File: config.mk
export PLATFORM = sky130hd
export DESIGN_NAME = triple_timer_counter_unit
export DESIGN_NICKNAME = d
export VERILOG_FILES = /design/src/pin_fall_sampler.v /design/src/mode_byte_counter.v /design/src/triple_timer_counter_unit.v
export VERILOG_INCLUDE_DIRS = /design/src /design/src/src
export SDC_FILE = /design/constraint.sdc
export NUM_CORES = 1
export LEC_CHECK = 0
export ABC_AREA = 1
export BUFFER_PORTS_ARGS = -buffer_cell sky130_fd_sc_hd__buf_2
export CORE_AREA = 3 3 128 130
export DETAILED_ROUTE_END_ITERATION = 8
export DIE_AREA = 0 0 131 133
export PLACE_DENSITY = 0.64
export SKIP_CTS_REPAIR_TIMING = 1
export SYNTH_ARGS = -nofsm -noshare
export SYNTH_HDL_FRONTEND = slang
export SYNTH_HIERARCHICAL = 1
export SYNTH_SLANG_ARGS = --single-unit
File: constraint.sdc
create_clock -name clk_i -period 2.1 [get_ports clk_i]
set_input_delay 0.21 -clock clk_i [delete_from_list [all_inputs] [get_ports clk_i]]
set_output_delay 0.21 -clock clk_i [all_outputs]
set_load 0.03 [all_outputs]
File: src/timer_unit_consts.vh
// Register addresses, field positions and mode codes of the triple timer/counter unit.
`ifndef TIMER_UNIT_CONSTS_VH
`define TIMER_UNIT_CONSTS_VH

// Byte addresses of the timer registers on the core register port.
`define ADDR_CTL01      8'h88
`define ADDR_MODE01     8'h89
`define ADDR_LOW0       8'h8A
`define ADDR_LOW1       8'h8B
`define ADDR_HIGH0      8'h8C
`define ADDR_HIGH1      8'h8D
`define ADDR_CTL2       8'hC8
`define ADDR_RELOAD_LO  8'hCA
`define ADDR_RELOAD_HI  8'hCB
`define ADDR_LOW2       8'hCC
`define ADDR_HIGH2      8'hCD

// Upper five bits of a bit address that select a bit-addressable register.
`define BITBASE_CTL01   5'h11
`define BITBASE_CTL2    5'h19

// Bit positions in the timer 0/1 control register.
`define CTL_FLAG1       7
`define CTL_RUN1        6
`define CTL_FLAG0       5
`define CTL_RUN0        4

// Bit positions in the timer 0/1 mode register.
`define MOD_TIMER_ONE_PIN_GATING       7
`define MOD_SRC1        6
`define MOD_MODE1_HI    5
`define MOD_MODE1_LO    4
`define MOD_GATE0       3
`define MOD_SRC0        2
`define MOD_MODE0_HI    1
`define MOD_MODE0_LO    0

// Bit positions in the timer 2 control register.
`define CTL2_FLAG       7
`define CTL2_RUN        2
`define CTL2_SRC        1

// Operating modes of timers 0 and 1.
`define MODE_PRESCALE   2'h0
`define MODE_CASCADE    2'h1
`define MODE_RELOAD     2'h2
`define MODE_SPLIT      2'h3

// Counter limits and reset values.
`define BYTE_MAX        8'hFF
`define WORD_MAX        16'hFFFF
`define PRESC_MAX       5'h1F
`define PRESC_MSB       4
`define BYTE_RESET      8'h00

// Index of each sampled pin in the sampler bank.
`define PIN_COUNT       5
`define PIN_CNT0        0
`define PIN_CNT1        1
`define PIN_CNT2        2
`define PIN_EXT0        3
`define PIN_EXT1        4

`endif

File: src/pin_fall_sampler.v
// Two-flop pin synchroniser with a falling-edge detector behind it.
`timescale 1ns/100ps
`default_nettype none
module pin_fall_sampler (
  input  wire clk_i,      // Core clock.
  input  wire sys_rst_i,  // Synchronous reset, active high.
  input  wire pin_i,      // Asynchronous pin level.
  output wire level_o,    // Synchronised level.
  output wire fall_o      // One-cycle pulse on a sampled 1-to-0 change.
);
  reg meta_reg;  // First stage, read only by the second stage.
  reg sync_reg;  // Second stage, safe to use.
  reg prev_reg;  // Previous cycle's safe sample.

  // A fall is seen when one sample is high and the next is low, so two cycles per event.
  always @(posedge clk_i) begin
    if (sys_rst_i) begin
      meta_reg <= 1'b0;
      sync_reg <= 1'b0;
      prev_reg <= 1'b0;
    end else begin
      meta_reg <= pin_i;
      sync_reg <= meta_reg;
      prev_reg <= sync_reg;
    end
  end

  assign level_o = sync_reg;
  assign fall_o  = prev_reg & ~sync_reg;
endmodule // pin_fall_sampler
`default_nettype wire

File: src/mode_byte_counter.v
// One timer built from a low and a high byte, counting in one of four modes.
`timescale 1ns/100ps
`default_nettype none
`include "timer_unit_consts.vh"
module mode_byte_counter (
  input  wire       clk_i,       // Core clock.
  input  wire       sys_rst_i,   // Synchronous reset, active high.
  input  wire [1:0] mode_i,      // Operating mode.
  input  wire       low_tick_i,  // Count request for the low byte path.
  input  wire       high_tick_i, // Count request for the high byte in split mode.
  input  wire       wr_low_i,    // Core writes the low byte.
  input  wire       wr_high_i,   // Core writes the high byte.
  input  wire [7:0] wdata_i,     // Core write data.
  output wire [7:0] low_o,       // Low byte value.
  output wire [7:0] high_o,      // High byte value.
  output reg        ovf_o,       // Pulse: counter of the main path wrapped.
  output reg        high_ovf_o   // Pulse: split-mode high byte wrapped.
);
  reg [7:0]  counter_low_byte_reg;   // Low byte.
  reg [7:0]  counter_high_byte_reg;  // High byte.
  reg [7:0]  low_next;               // Next low byte.
  reg [7:0]  high_next;              // Next high byte.
  reg [15:0] word_sum;               // Cascaded sum for 16-bit mode.

  // Next-state logic; a core write wins over a count in the same cycle.
  always @* begin
    low_next   = counter_low_byte_reg;
    high_next  = counter_high_byte_reg;
    ovf_o      = 1'b0;
    high_ovf_o = 1'b0;
    word_sum   = {counter_high_byte_reg, counter_low_byte_reg} + 16'h0001;
    if (low_tick_i) begin
      case (mode_i)
        `MODE_PRESCALE: begin
          // Only the five prescaler bits move; the upper three hold.
          low_next[`PRESC_MSB:0] = counter_low_byte_reg[`PRESC_MSB:0] + 5'h01;
          if (counter_low_byte_reg[`PRESC_MSB:0] == `PRESC_MAX) begin
            high_next = counter_high_byte_reg + 8'h01;
            ovf_o     = (counter_high_byte_reg == `BYTE_MAX);
          end
        end
        `MODE_CASCADE: begin
          // Both bytes form one 16-bit counter.
          {high_next, low_next} = word_sum;
          ovf_o = ({counter_high_byte_reg, counter_low_byte_reg} == `WORD_MAX);
        end
        `MODE_RELOAD: begin
          // The high byte is the reload value for the low byte.
          if (counter_low_byte_reg == `BYTE_MAX) begin
            low_next = counter_high_byte_reg;
            ovf_o    = 1'b1;
          end else begin
            low_next = counter_low_byte_reg + 8'h01;
          end
        end
        `MODE_SPLIT: begin
          // The low byte alone is an 8-bit counter.
          low_next = counter_low_byte_reg + 8'h01;
          ovf_o    = (counter_low_byte_reg == `BYTE_MAX);
        end
        default: begin
          low_next = counter_low_byte_reg;
        end
      endcase
    end
    // In split mode the high byte is a separate timer with its own enable.
    if (high_tick_i && (mode_i == `MODE_SPLIT)) begin
      high_next  = counter_high_byte_reg + 8'h01;
      high_ovf_o = (counter_high_byte_reg == `BYTE_MAX);
    end
    if (wr_low_i) begin
      low_next = wdata_i;
    end
    if (wr_high_i) begin
      high_next = wdata_i;
    end
  end

  // Byte storage.
  always @(posedge clk_i) begin
    if (sys_rst_i) begin
      counter_low_byte_reg  <= `BYTE_RESET;
      counter_high_byte_reg <= `BYTE_RESET;
    end else begin
      counter_low_byte_reg  <= low_next;
      counter_high_byte_reg <= high_next;
    end
  end

  assign low_o  = counter_low_byte_reg;
  assign high_o = counter_high_byte_reg;
endmodule // mode_byte_counter
`default_nettype wire

File: src/triple_timer_counter_unit.v
// Three 16-bit timer/counters reached through the core's special function registers.
//
// Overview of operation
// - Three 16-bit timers, each two bytes, timer/counter.
// - Timer mode: low byte counts every clock.
// - Counter mode: count sampled high-then-low pin transitions.
// - Edge detection needs two cycles, half rate.
// - Timer 1 gate: run needs interrupt pin high.
// - Timer 1 source bit picks pin or clock.
// - Mode 00: high byte fed by 5-bit prescaler.
// - Two control registers are bit-addressable, others byte.
// - Timer 2 reload pair at 0xCA/0xCB, read-write.
// - Modes 01 cascade, 10 autoreload, 11 stops timer 1.
// - Timer 0 mode 11 splits bytes; high uses timer 1 run.
// - Overflow sets flag; vectoring clears timer 0/1 flags, timer 2 flag only by software.
`timescale 1ns/100ps
`default_nettype none
`include "timer_unit_consts.vh"
module triple_timer_counter_unit (
  input  wire       clk_i,                         // Core clock, 100 MHz.
  input  wire       sys_rst_i,                     // Synchronous reset, active high.
  input  wire [7:0] sfr_addr_i,                    // Byte register address.
  input  wire       sfr_wr_i,                      // Byte write strobe.
  input  wire       sfr_rd_i,                      // Byte read strobe.
  input  wire [7:0] sfr_wdata_i,                   // Byte write data.
  output wire [7:0] sfr_rdata_o,                   // Read data, valid the cycle after a read.
  input  wire [7:0] bit_addr_i,                    // Bit address for single-bit writes.
  input  wire       bit_wr_i,                      // Single-bit write strobe.
  input  wire       bit_wdata_i,                   // Single-bit write value.
  input  wire       count_input_pin_zero_i,        // Timer 0 external count pin.
  input  wire       count_input_pin_one_i,         // Timer 1 external count pin.
  input  wire       count_input_pin_two_i,         // Timer 2 external count pin.
  input  wire       external_interrupt_pin_zero_i, // Timer 0 gating pin.
  input  wire       external_interrupt_pin_one_i,  // Timer 1 gating pin.
  input  wire       vector_timer_zero_i,           // Pulse: core vectors to timer 0 routine.
  input  wire       vector_timer_one_i,            // Pulse: core vectors to timer 1 routine.
  output wire       timer_zero_overflow_flag_o,    // Timer 0 overflow flag.
  output wire       timer_one_overflow_flag_o,     // Timer 1 overflow flag.
  output wire       timer_two_overflow_flag_o      // Timer 2 overflow flag.
);
  // Sampled pins: synchronised levels and falling-edge pulses.
  wire [`PIN_COUNT-1:0] pin_raw;    // Raw pin bank.
  wire [`PIN_COUNT-1:0] pin_level;  // Synchronised levels.
  wire [`PIN_COUNT-1:0] pin_fall;   // Falling-edge pulses.

  // Core-visible registers.
  reg  [7:0]  timer01_control_reg;       // Run bits, flags and spare bits.
  reg  [7:0]  timer01_control_next;      // Next control value.
  reg  [7:0]  timer01_mode_reg;          // Gating, source and mode fields.
  reg  [7:0]  timer_two_control_reg;     // Timer 2 run, source and flag.
  reg  [7:0]  timer_two_control_next;    // Next timer 2 control value.
  reg  [7:0]  timer_two_reload_low_reg;  // Timer 2 reload low byte.
  reg  [7:0]  timer_two_reload_high_reg; // Timer 2 reload high byte.
  reg  [15:0] timer_two_count_reg;       // Timer 2 high and low bytes.
  reg  [15:0] timer_two_count_next;      // Next timer 2 count.
  reg         timer_two_ovf;             // Pulse: timer 2 wrapped.
  reg  [7:0]  rdata_reg;                 // Registered read data.
  reg  [7:0]  rdata_next;                // Read multiplexer output.

  // Decoded strobes.
  wire        wr_ctl01;       // Byte write to the timer 0/1 control register.
  wire        wr_mode01;      // Byte write to the mode register.
  wire        wr_ctl2;        // Byte write to the timer 2 control register.
  wire        bit_hit_ctl01;  // Bit write lands in the timer 0/1 control register.
  wire        bit_hit_ctl2;   // Bit write lands in the timer 2 control register.

  // Field views of the control and mode registers.
  wire        timer_zero_run;              // Timer 0 run bit.
  wire        timer_one_run;               // Timer 1 run bit.
  wire        timer_one_pin_gating;        // Timer 1 gated by its interrupt pin.
  wire        timer_one_source_select;     // Timer 1 counts its pin when set.
  wire        timer_zero_pin_gating;       // Timer 0 gated by its interrupt pin.
  wire        timer_zero_source_select;    // Timer 0 counts its pin when set.
  wire [1:0]  timer_zero_mode;             // Timer 0 mode field.
  wire [1:0]  timer_one_mode;              // Timer 1 mode field.
  wire        timer_two_run;               // Timer 2 run bit.
  wire        timer_two_source_select;     // Timer 2 counts its pin when set.

  // Count requests and overflow pulses.
  wire        timer_zero_enable;   // Timer 0 running after gating.
  wire        timer_one_enable;    // Timer 1 running after gating and mode stop.
  wire        timer_zero_tick;     // Timer 0 low path count request.
  wire        timer_zero_split_tick; // Split-mode high byte count request.
  wire        timer_one_tick;      // Timer 1 count request.
  wire        timer_two_tick;      // Timer 2 count request.
  wire        timer_zero_ovf;      // Timer 0 main overflow.
  wire        timer_zero_high_ovf; // Timer 0 split high byte overflow.
  wire        timer_one_ovf;       // Timer 1 overflow.
  wire        flag_one_set;        // Hardware set of the timer 1 flag.
  wire [7:0]  timer_zero_low_byte;  // Timer 0 low byte.
  wire [7:0]  timer_zero_high_byte; // Timer 0 high byte.
  wire [7:0]  timer_one_low_byte;   // Timer 1 low byte.
  wire [7:0]  timer_one_high_byte;  // Timer 1 high byte.

  assign pin_raw[`PIN_CNT0] = count_input_pin_zero_i;
  assign pin_raw[`PIN_CNT1] = count_input_pin_one_i;
  assign pin_raw[`PIN_CNT2] = count_input_pin_two_i;
  assign pin_raw[`PIN_EXT0] = external_interrupt_pin_zero_i;
  assign pin_raw[`PIN_EXT1] = external_interrupt_pin_one_i;

  // Every pin is synchronised before use; the edge detector needs two samples per event.
  // The external source must hold each level one full cycle or a pulse may be missed.
  genvar pin_idx;
  generate
    for (pin_idx = 0; pin_idx < `PIN_COUNT; pin_idx = pin_idx + 1) begin : g_pin
      pin_fall_sampler u_sampler (
        .clk_i     (clk_i),
        .sys_rst_i (sys_rst_i),
        .pin_i     (pin_raw[pin_idx]),
        .level_o   (pin_level[pin_idx]),
        .fall_o    (pin_fall[pin_idx])
      );
    end
  endgenerate

  // Address decode; only the two control registers take bit writes.
  assign wr_ctl01      = sfr_wr_i & (sfr_addr_i == `ADDR_CTL01);
  assign wr_mode01     = sfr_wr_i & (sfr_addr_i == `ADDR_MODE01);
  assign wr_ctl2       = sfr_wr_i & (sfr_addr_i == `ADDR_CTL2);
  assign bit_hit_ctl01 = bit_wr_i & (bit_addr_i[7:3] == `BITBASE_CTL01);
  assign bit_hit_ctl2  = bit_wr_i & (bit_addr_i[7:3] == `BITBASE_CTL2);

  assign timer_zero_run           = timer01_control_reg[`CTL_RUN0];
  assign timer_one_run            = timer01_control_reg[`CTL_RUN1];
  assign timer_one_pin_gating     = timer01_mode_reg[`MOD_TIMER_ONE_PIN_GATING];
  assign timer_one_source_select  = timer01_mode_reg[`MOD_SRC1];
  assign timer_zero_pin_gating    = timer01_mode_reg[`MOD_GATE0];
  assign timer_zero_source_select = timer01_mode_reg[`MOD_SRC0];
  assign timer_zero_mode = {timer01_mode_reg[`MOD_MODE0_HI], timer01_mode_reg[`MOD_MODE0_LO]};
  assign timer_one_mode  = {timer01_mode_reg[`MOD_MODE1_HI], timer01_mode_reg[`MOD_MODE1_LO]};
  assign timer_two_run            = timer_two_control_reg[`CTL2_RUN];
  assign timer_two_source_select  = timer_two_control_reg[`CTL2_SRC];

  // Run control: the run bit alone, or the run bit and a high pin when gated; mode 11 also stops timer 1.
  assign timer_zero_enable = timer_zero_run & (~timer_zero_pin_gating | pin_level[`PIN_EXT0]);
  assign timer_one_enable  = timer_one_run & (~timer_one_pin_gating | pin_level[`PIN_EXT1]) &
                             (timer_one_mode != `MODE_SPLIT);

  // Source choice: every clock as a timer, or each sampled falling edge as a counter.
  assign timer_zero_tick = timer_zero_enable &
                           (~timer_zero_source_select | pin_fall[`PIN_CNT0]);
  assign timer_one_tick  = timer_one_enable &
                           (~timer_one_source_select | pin_fall[`PIN_CNT1]);
  assign timer_two_tick  = timer_two_run &
                           (~timer_two_source_select | pin_fall[`PIN_CNT2]);

  // The split high byte always counts clocks and borrows timer 1's run bit.
  assign timer_zero_split_tick = timer_one_run;

  // Timer 0 counter.
  mode_byte_counter u_timer_zero (
    .clk_i       (clk_i),
    .sys_rst_i   (sys_rst_i),
    .mode_i      (timer_zero_mode),
    .low_tick_i  (timer_zero_tick),
    .high_tick_i (timer_zero_split_tick),
    .wr_low_i    (sfr_wr_i & (sfr_addr_i == `ADDR_LOW0)),
    .wr_high_i   (sfr_wr_i & (sfr_addr_i == `ADDR_HIGH0)),
    .wdata_i     (sfr_wdata_i),
    .low_o       (timer_zero_low_byte),
    .high_o      (timer_zero_high_byte),
    .ovf_o       (timer_zero_ovf),
    .high_ovf_o  (timer_zero_high_ovf)
  );

  // Timer 1 counter; its split mode is never used because mode 11 stops it.
  mode_byte_counter u_timer_one (
    .clk_i       (clk_i),
    .sys_rst_i   (sys_rst_i),
    .mode_i      (timer_one_mode),
    .low_tick_i  (timer_one_tick),
    .high_tick_i (1'b0),
    .wr_low_i    (sfr_wr_i & (sfr_addr_i == `ADDR_LOW1)),
    .wr_high_i   (sfr_wr_i & (sfr_addr_i == `ADDR_HIGH1)),
    .wdata_i     (sfr_wdata_i),
    .low_o       (timer_one_low_byte),
    .high_o      (timer_one_high_byte),
    .ovf_o       (timer_one_ovf),
    .high_ovf_o  ()
  );

  // Timer 1 keeps its count in that mode, but it no longer owns a flag of its own.
  // In timer 0 split mode the timer 1 flag belongs to timer 0's high byte.
  assign flag_one_set = (timer_zero_mode == `MODE_SPLIT) ? timer_zero_high_ovf : timer_one_ovf;

  // Control register update: software write, then vector clear, then hardware set.
  // Set is applied last so an overflow in the clearing cycle is not lost.
  always @* begin
    timer01_control_next = timer01_control_reg;
    if (wr_ctl01) begin
      timer01_control_next = sfr_wdata_i;
    end
    if (bit_hit_ctl01) begin
      timer01_control_next[bit_addr_i[2:0]] = bit_wdata_i;
    end
    if (vector_timer_zero_i) begin
      timer01_control_next[`CTL_FLAG0] = 1'b0;
    end
    if (vector_timer_one_i) begin
      timer01_control_next[`CTL_FLAG1] = 1'b0;
    end
    if (timer_zero_ovf) begin
      timer01_control_next[`CTL_FLAG0] = 1'b1;
    end
    if (flag_one_set) begin
      timer01_control_next[`CTL_FLAG1] = 1'b1;
    end
  end

  // A core write to a count byte wins over a count in the same cycle, so that count is lost.
  // Timer 2: a 16-bit counter that reloads from the reload pair on overflow.
  always @* begin
    timer_two_count_next = timer_two_count_reg;
    timer_two_ovf        = 1'b0;
    if (timer_two_tick) begin
      if (timer_two_count_reg == `WORD_MAX) begin
        timer_two_count_next = {timer_two_reload_high_reg, timer_two_reload_low_reg};
        timer_two_ovf        = 1'b1;
      end else begin
        timer_two_count_next = timer_two_count_reg + 16'h0001;
      end
    end
    if (sfr_wr_i && (sfr_addr_i == `ADDR_LOW2)) begin
      timer_two_count_next[7:0] = sfr_wdata_i;
    end
    if (sfr_wr_i && (sfr_addr_i == `ADDR_HIGH2)) begin
      timer_two_count_next[15:8] = sfr_wdata_i;
    end
  end

  // Timer 2 control: its flag is cleared only by software, set wins.
  always @* begin
    timer_two_control_next = timer_two_control_reg;
    if (wr_ctl2) begin
      timer_two_control_next = sfr_wdata_i;
    end
    if (bit_hit_ctl2) begin
      timer_two_control_next[bit_addr_i[2:0]] = bit_wdata_i;
    end
    if (timer_two_ovf) begin
      timer_two_control_next[`CTL2_FLAG] = 1'b1;
    end
  end

  // The two bytes of a running timer are read apart, so a carry between the reads may tear.
  // Software that needs a clean 16-bit value stops the timer first.
  // Read multiplexer; unmapped addresses read as zero.
  always @* begin
    case (sfr_addr_i)
      `ADDR_CTL01:     rdata_next = timer01_control_reg;
      `ADDR_MODE01:    rdata_next = timer01_mode_reg;
      `ADDR_LOW0:      rdata_next = timer_zero_low_byte;
      `ADDR_LOW1:      rdata_next = timer_one_low_byte;
      `ADDR_HIGH0:     rdata_next = timer_zero_high_byte;
      `ADDR_HIGH1:     rdata_next = timer_one_high_byte;
      `ADDR_CTL2:      rdata_next = timer_two_control_reg;
      `ADDR_RELOAD_LO: rdata_next = timer_two_reload_low_reg;
      `ADDR_RELOAD_HI: rdata_next = timer_two_reload_high_reg;
      `ADDR_LOW2:      rdata_next = timer_two_count_reg[7:0];
      `ADDR_HIGH2:     rdata_next = timer_two_count_reg[15:8];
      default:         rdata_next = `BYTE_RESET;
    endcase
  end

  // Register storage; everything clears on reset so timers start stopped.
  always @(posedge clk_i) begin
    if (sys_rst_i) begin
      timer01_control_reg       <= `BYTE_RESET;
      timer01_mode_reg          <= `BYTE_RESET;
      timer_two_control_reg     <= `BYTE_RESET;
      timer_two_reload_low_reg  <= `BYTE_RESET;
      timer_two_reload_high_reg <= `BYTE_RESET;
      timer_two_count_reg       <= {`BYTE_RESET, `BYTE_RESET};
      rdata_reg                 <= `BYTE_RESET;
    end else begin
      timer01_control_reg   <= timer01_control_next;
      timer_two_control_reg <= timer_two_control_next;
      timer_two_count_reg   <= timer_two_count_next;
      if (wr_mode01) begin
        timer01_mode_reg <= sfr_wdata_i;
      end
      if (sfr_wr_i && (sfr_addr_i == `ADDR_RELOAD_LO)) begin
        timer_two_reload_low_reg <= sfr_wdata_i;
      end
      if (sfr_wr_i && (sfr_addr_i == `ADDR_RELOAD_HI)) begin
        timer_two_reload_high_reg <= sfr_wdata_i;
      end
      // Read data holds between reads so a slow core may sample it late.
      if (sfr_rd_i) begin
        rdata_reg <= rdata_next;
      end
    end
  end

  assign sfr_rdata_o                = rdata_reg;
  assign timer_zero_overflow_flag_o = timer01_control_reg[`CTL_FLAG0];
  assign timer_one_overflow_flag_o  = timer01_control_reg[`CTL_FLAG1];
  assign timer_two_overflow_flag_o  = timer_two_control_reg[`CTL2_FLAG];
endmodule // triple_timer_counter_unit
`default_nettype wire

# Word level (Yosys, flattened, before mapping)
# Cells that the tools add are included.
totals:
  ff_bits: 109
  inputBits: 37
  output_inout_bits: 11
  elab_cells: 171
classes:
  n_addsub: 9
  magnitude_cmp: 2
  eq_ne: 31
  muxes: 49
  bitwise: 31
  reduce_logical: 22
ops:
  columns: ["op", "count"]
  rows:
  - ["$mux 8", 19]
  - ["$eq 8x8->1 const B", 15]
  - ["$pmux 8 s11", 1]
  - ["$add 16x1->16 const B", 3]
  - ["$eq 16x16->1 const B", 3]
  - ["$pmux 5 s4", 2]
  - ["$add 8x1->8 const B", 4]
  - ["$mux 16", 2]
  - ["$pmux 8 s2", 2]
  - ["$eq 5x5->1 const B", 4]
  - ["$and 1x1->1", 18]
  - ["$pmux 3 s3", 2]
  - ["$bwmux 8", 2]
  - ["$mux 1", 16]
  - ["$reduce_bool 4->1", 3]
  - ["$add 5x1->5 const B", 2]
  - ["$reduce_bool 2->1", 5]
  - ["$eq 2x2->1 const B", 4]
  - ["$not 1->1", 8]
  - ["$pmux 1 s4", 2]
  - ["$logic_and 1x1->1", 6]
  - ["$reduce_and 3->1", 2]
  - ["$reduce_bool 3->1", 2]
  - ["$or 1x1->1", 5]
  - ["9 further kinds", 12]

# Logic depth before layout (Yosys ltp)
logic_depth:
  word_depth: 8
  depth_mapped: 12
  depth_no_buf: 12

# Cells and area by module
# The synthesis kept the hierarchy.
modules_own_cells:
  columns: ["mod", "instances", "cells_each", "area_each_um2", "seq_area_each_um2"]
  rows:
  - ["triple_timer_counter_unit", 1, 712, 4375.4, 1281.2]
  - ["mode_byte_counter", 2, 220, 1371.3, 320.3]
  - ["pin_fall_sampler", 5, 11, 92.6, 60.1]

# Least setup slack after synthesis
# Ideal clock, no wire load.
synth_path:
  path_kind: "input -> register"
  startpoint: "input sfr_addr_i[4]"
  endpoint: "register u_timer_one.counter_high_byte_reg[6], in the netlist u_timer_one/high_o[6]"
  setup_time_ns: 0.119
  arrival_ns: 1.776
  required_ns: 1.981
  slack_ns: 0.205
  stages: 10
  path_cell_list: "inv_1 nand2_1 nor2_2 buf_2 inv_1 nor4_1 clkbuf_1 o21ai_0 o21ai_1 a21oi_1"
synth_via:
  elab_chain_len: 4
  word_cells_on_any_way: 7
  classes_between: "eq/ne (2); mux (1); bitwise (1); reduce/logical (3)"
synth_rtl:
  columns: ["element", "line", "text"]
  rows:
  - ["start: declaration", "triple_timer_counter_unit.v:22", "input wire [7:0] sfr_addr_i,"]
  - ["$eq 8x8->1 *", null, null]
  - ["$and 1x1->1 *", "triple_timer_counter_unit.v:174", ".wr_high_i (sfr_wr_i & (sfr_addr_i == `ADDR_HIGH1)),"]
  - ["$ne 3x1->1 (no source line) (tied with other cells)", null, null]
  - ["$reduce_and 3->1 (no source line)", null, null]
  - ["end signal: assignment", "mode_byte_counter.v:83", "counter_high_byte_reg <= `BYTE_RESET;"]
  - ["end signal: assignment", "mode_byte_counter.v:86", "counter_high_byte_reg <= high_next;"]
  - ["end: declaration", "mode_byte_counter.v:20", "reg [7:0] counter_high_byte_reg;"]
# Mark *: on every way between the ends. The rest lies on a longest branch, timed or not.
# A chain may end at the register's enable or synchronous reset.

# Worst setup path in the final report
layout_path:
  startpoint: "register u_timer_zero.counter_low_byte_reg[0], in the netlist u_timer_zero/low_o[0]"
  endpoint: "register u_timer_zero.counter_high_byte_reg[3], in the netlist u_timer_zero/high_o[3]"
layout_via:
  elab_chain_len: 5
  word_cells_on_any_way: 8
  classes_between: "add/sub (1); eq/ne (2); mux (4); reduce/logical (1)"
layout_rtl:
  columns: ["element", "line", "text"]
  rows:
  - ["start: declaration", "mode_byte_counter.v:19", "reg [7:0] counter_low_byte_reg;"]
  - ["start signal: assignment", "mode_byte_counter.v:82", "counter_low_byte_reg <= `BYTE_RESET;"]
  - ["start signal: assignment", "mode_byte_counter.v:85", "counter_low_byte_reg <= low_next;"]
  - ["$add 16x1->16", "mode_byte_counter.v:31", "word_sum = {counter_high_byte_reg, counter_low_byte_reg} + 16'h0001;"]
  - ["$pmux 8 s2", "mode_byte_counter.v:33", "case (mode_i)"]
  - ["$mux 8", "mode_byte_counter.v:32", "if (low_tick_i) begin"]
  - ["$mux 8", "mode_byte_counter.v:67", "if (high_tick_i && (mode_i == `MODE_SPLIT)) begin"]
  - ["$mux 8", "mode_byte_counter.v:74", "if (wr_high_i) begin"]
  - ["end signal: assignment", "mode_byte_counter.v:83", null]
  - ["end signal: assignment", "mode_byte_counter.v:86", null]
  - ["end: declaration", "mode_byte_counter.v:20", null]
# Parallel ways exist; a longest one is shown, timed or not. The select of a mux whose other input is x is not followed.

==> results.cfg <==
[status]
status = completed

[synth]
yosysWarningCount = 6
syn_nets = 1250
syn-cell-area_mm2 = 0.00750
syn_inst = 1196
syn_avg_cell_area_um2 = 6.27

[clocking]
worstSkewPairLatency_ns = 0.37
cts_buffers = 9
htree_levels = 3
clkTransAtPathRegs_ns = 0.08
cts_root_buf = clkbuf_16
cts_tree = yes
cts_buffer_depth = 2
cts.sinks = 109

[floorplanning]
die-height_um = 133
core_mm2 = 0.0153
die_w_um = 131
rows = 45
dieArea_mm2 = 0.0174
start_util = 0.492
io_pins = 48

[global_routing]
antenna_found_initial = 0
track_usage = 0.286
grt_pass1_vias = 7200
grt-ovfl-total = 0
grt_max_degree = 34
grt_pass1_wl_um = 38800

[sta]
setup_viol = 0
min_period_over_period = 0.953
min_period_ns = 2.00
tightest_slew_ns = 0.576
final_max_slew_viol_count = 0
relSlewSlack = 0.612
finalClockSkew_ns = 0.0128
hold_viol_final = 0
tns_ns = 0
max_freq_mhz = 500

[pwr]
p_int_uw = 2970
p_total_uw = 4030
switchingPower_uw = 1070
pwr-share-comb = 0.069
swShare = 0.264
powerDensity_mw_per_mm2 = 474
ir_worst_vdd_v = 0.000393
p_clk_frac = 0.414
p_leak_uw = 0.00372
p_seq_frac = 0.517

[final_layout]
area_delta_synth_final_pct = 13.3
largest_reg_flops = 16
num-fill-cells = 1597
drive_gt1_frac = 0.142
post-route-util = 0.557
instances_no_fill = 1481
antenna_cells = 0
layout.nets = 1320

[flow_run]
drv_cap = 0

[drt]
viasPerCell = 5.44
drc = 0
routed_wirelength_um = 25000
first_pass_iters = 5
ant_nets = 0
wl_per_cell_um = 16.9
drt_iter0_drc = 776
num_vias = 8058

[setup_path]
end_kind = register
crit_type = reg -> reg
crit-reg2reg-launch = u_timer_zero/low_o[0]
critPathRequiredTime_ns = 2.33
critPathArrivalTime_ns = 2.24
critPathMaxFanout = 10
crit_start = u_timer_zero/low_o[0]
start_kind = register

[place]
place_congestion = 0.964
portBuffers = 47
dp_hpwl_um = 19000
dpl.cell_count = 1466

[hold_path]
hp-class = in -> reg
min_from = count_input_pin_zero_i
==> layer usage <==
metal	GRT usage	vias to the layer above	wire length (um)
li1	-	4055	-
met1	0.401	3645	11300
met2	0.435	303	11100
met3	0.0521	55	1800
met4	0.105	0	834
met5	0	-	0
==> final timing paths <==
path,endpoint,slack (ns),cells past startpoint
max,u_timer_zero/high_o[3],0.1,12
min,g_pin[0].u_sampler/meta_reg,0.04,3
min reg2reg,g_pin[0].u_sampler/level_o,0.41,2
max reg2reg,u_timer_zero/high_o[3],0.1,12
==> power groups by stage <==
stage	Sequential, uW	Clock (uW)	Combinational (uW)
detailed placement	2130	0	274
global route	2090	1770	300
finish	2080	1670	278
floorplan	2130	0	138
CTS	2080	1690	274
global placement	2130	0	273
==> stage by stage <==
step / hold slack [ns] / setup slack [ns] / instance area (um^2)
after floorplan: 0.277 / 0.205 / 7500
after global placement: 0.389 / 0.110 / 8220
after detailed placement: 0.396 / 0.0350 / 8220
after CTS: 0.0350 / 0.0666 / 8490
after global routing: 0.0386 / -0.0394 / 8500
final: 0.0387 / 0.0980 / 8500
==> layout by cell type, fill, tap and decap left out, drive strengths merged, types with 2 or more instances in the layout <==
master,count
a211o,2
a21bo,2
a21oi,106
a22oi,6
a31oi,6
buf,98
clkbuf,10
clkinv,6
dfxtp,109
ha,17
inv,175
nand2,285
nand3,154
nand4,12
nor2,133
nor3,15
nor3b,2
nor4,5
o211ai,17
o21a,2
o21ai,69
o21bai,4
o221ai,6
o22ai,12
o31ai,2
xnor2,3
xor2,9
==> cell type report <==
class	count	area (um^2)	share of cell area
multi-input cells	872	4500	0.529
flip-flops and latches	109	2180	0.257
inverters	176	666	0.0783
repair buffers	98	618	0.0727
well taps	211	264	0.0311
clock buffers	10	229	0.0269
clock inverters	5	43.8	0.00515
==> worst max-delay path, cell delays in order (launching register included) <==
cell and delay [ns]:
dfxtp_2 0.39, ha_1 0.21, nand2_2 0.09, nor2_4 0.12, ha_1 0.18, inv_1 0.05, a21oi_1 0.11, o21ai_0 0.16
nand2_2 0.18, inv_4 0.08, a21oi_1 0.13, nand2_1 0.06, nor3b_1 0.13
Note: power is estimated with default switching activity, not from simulation.
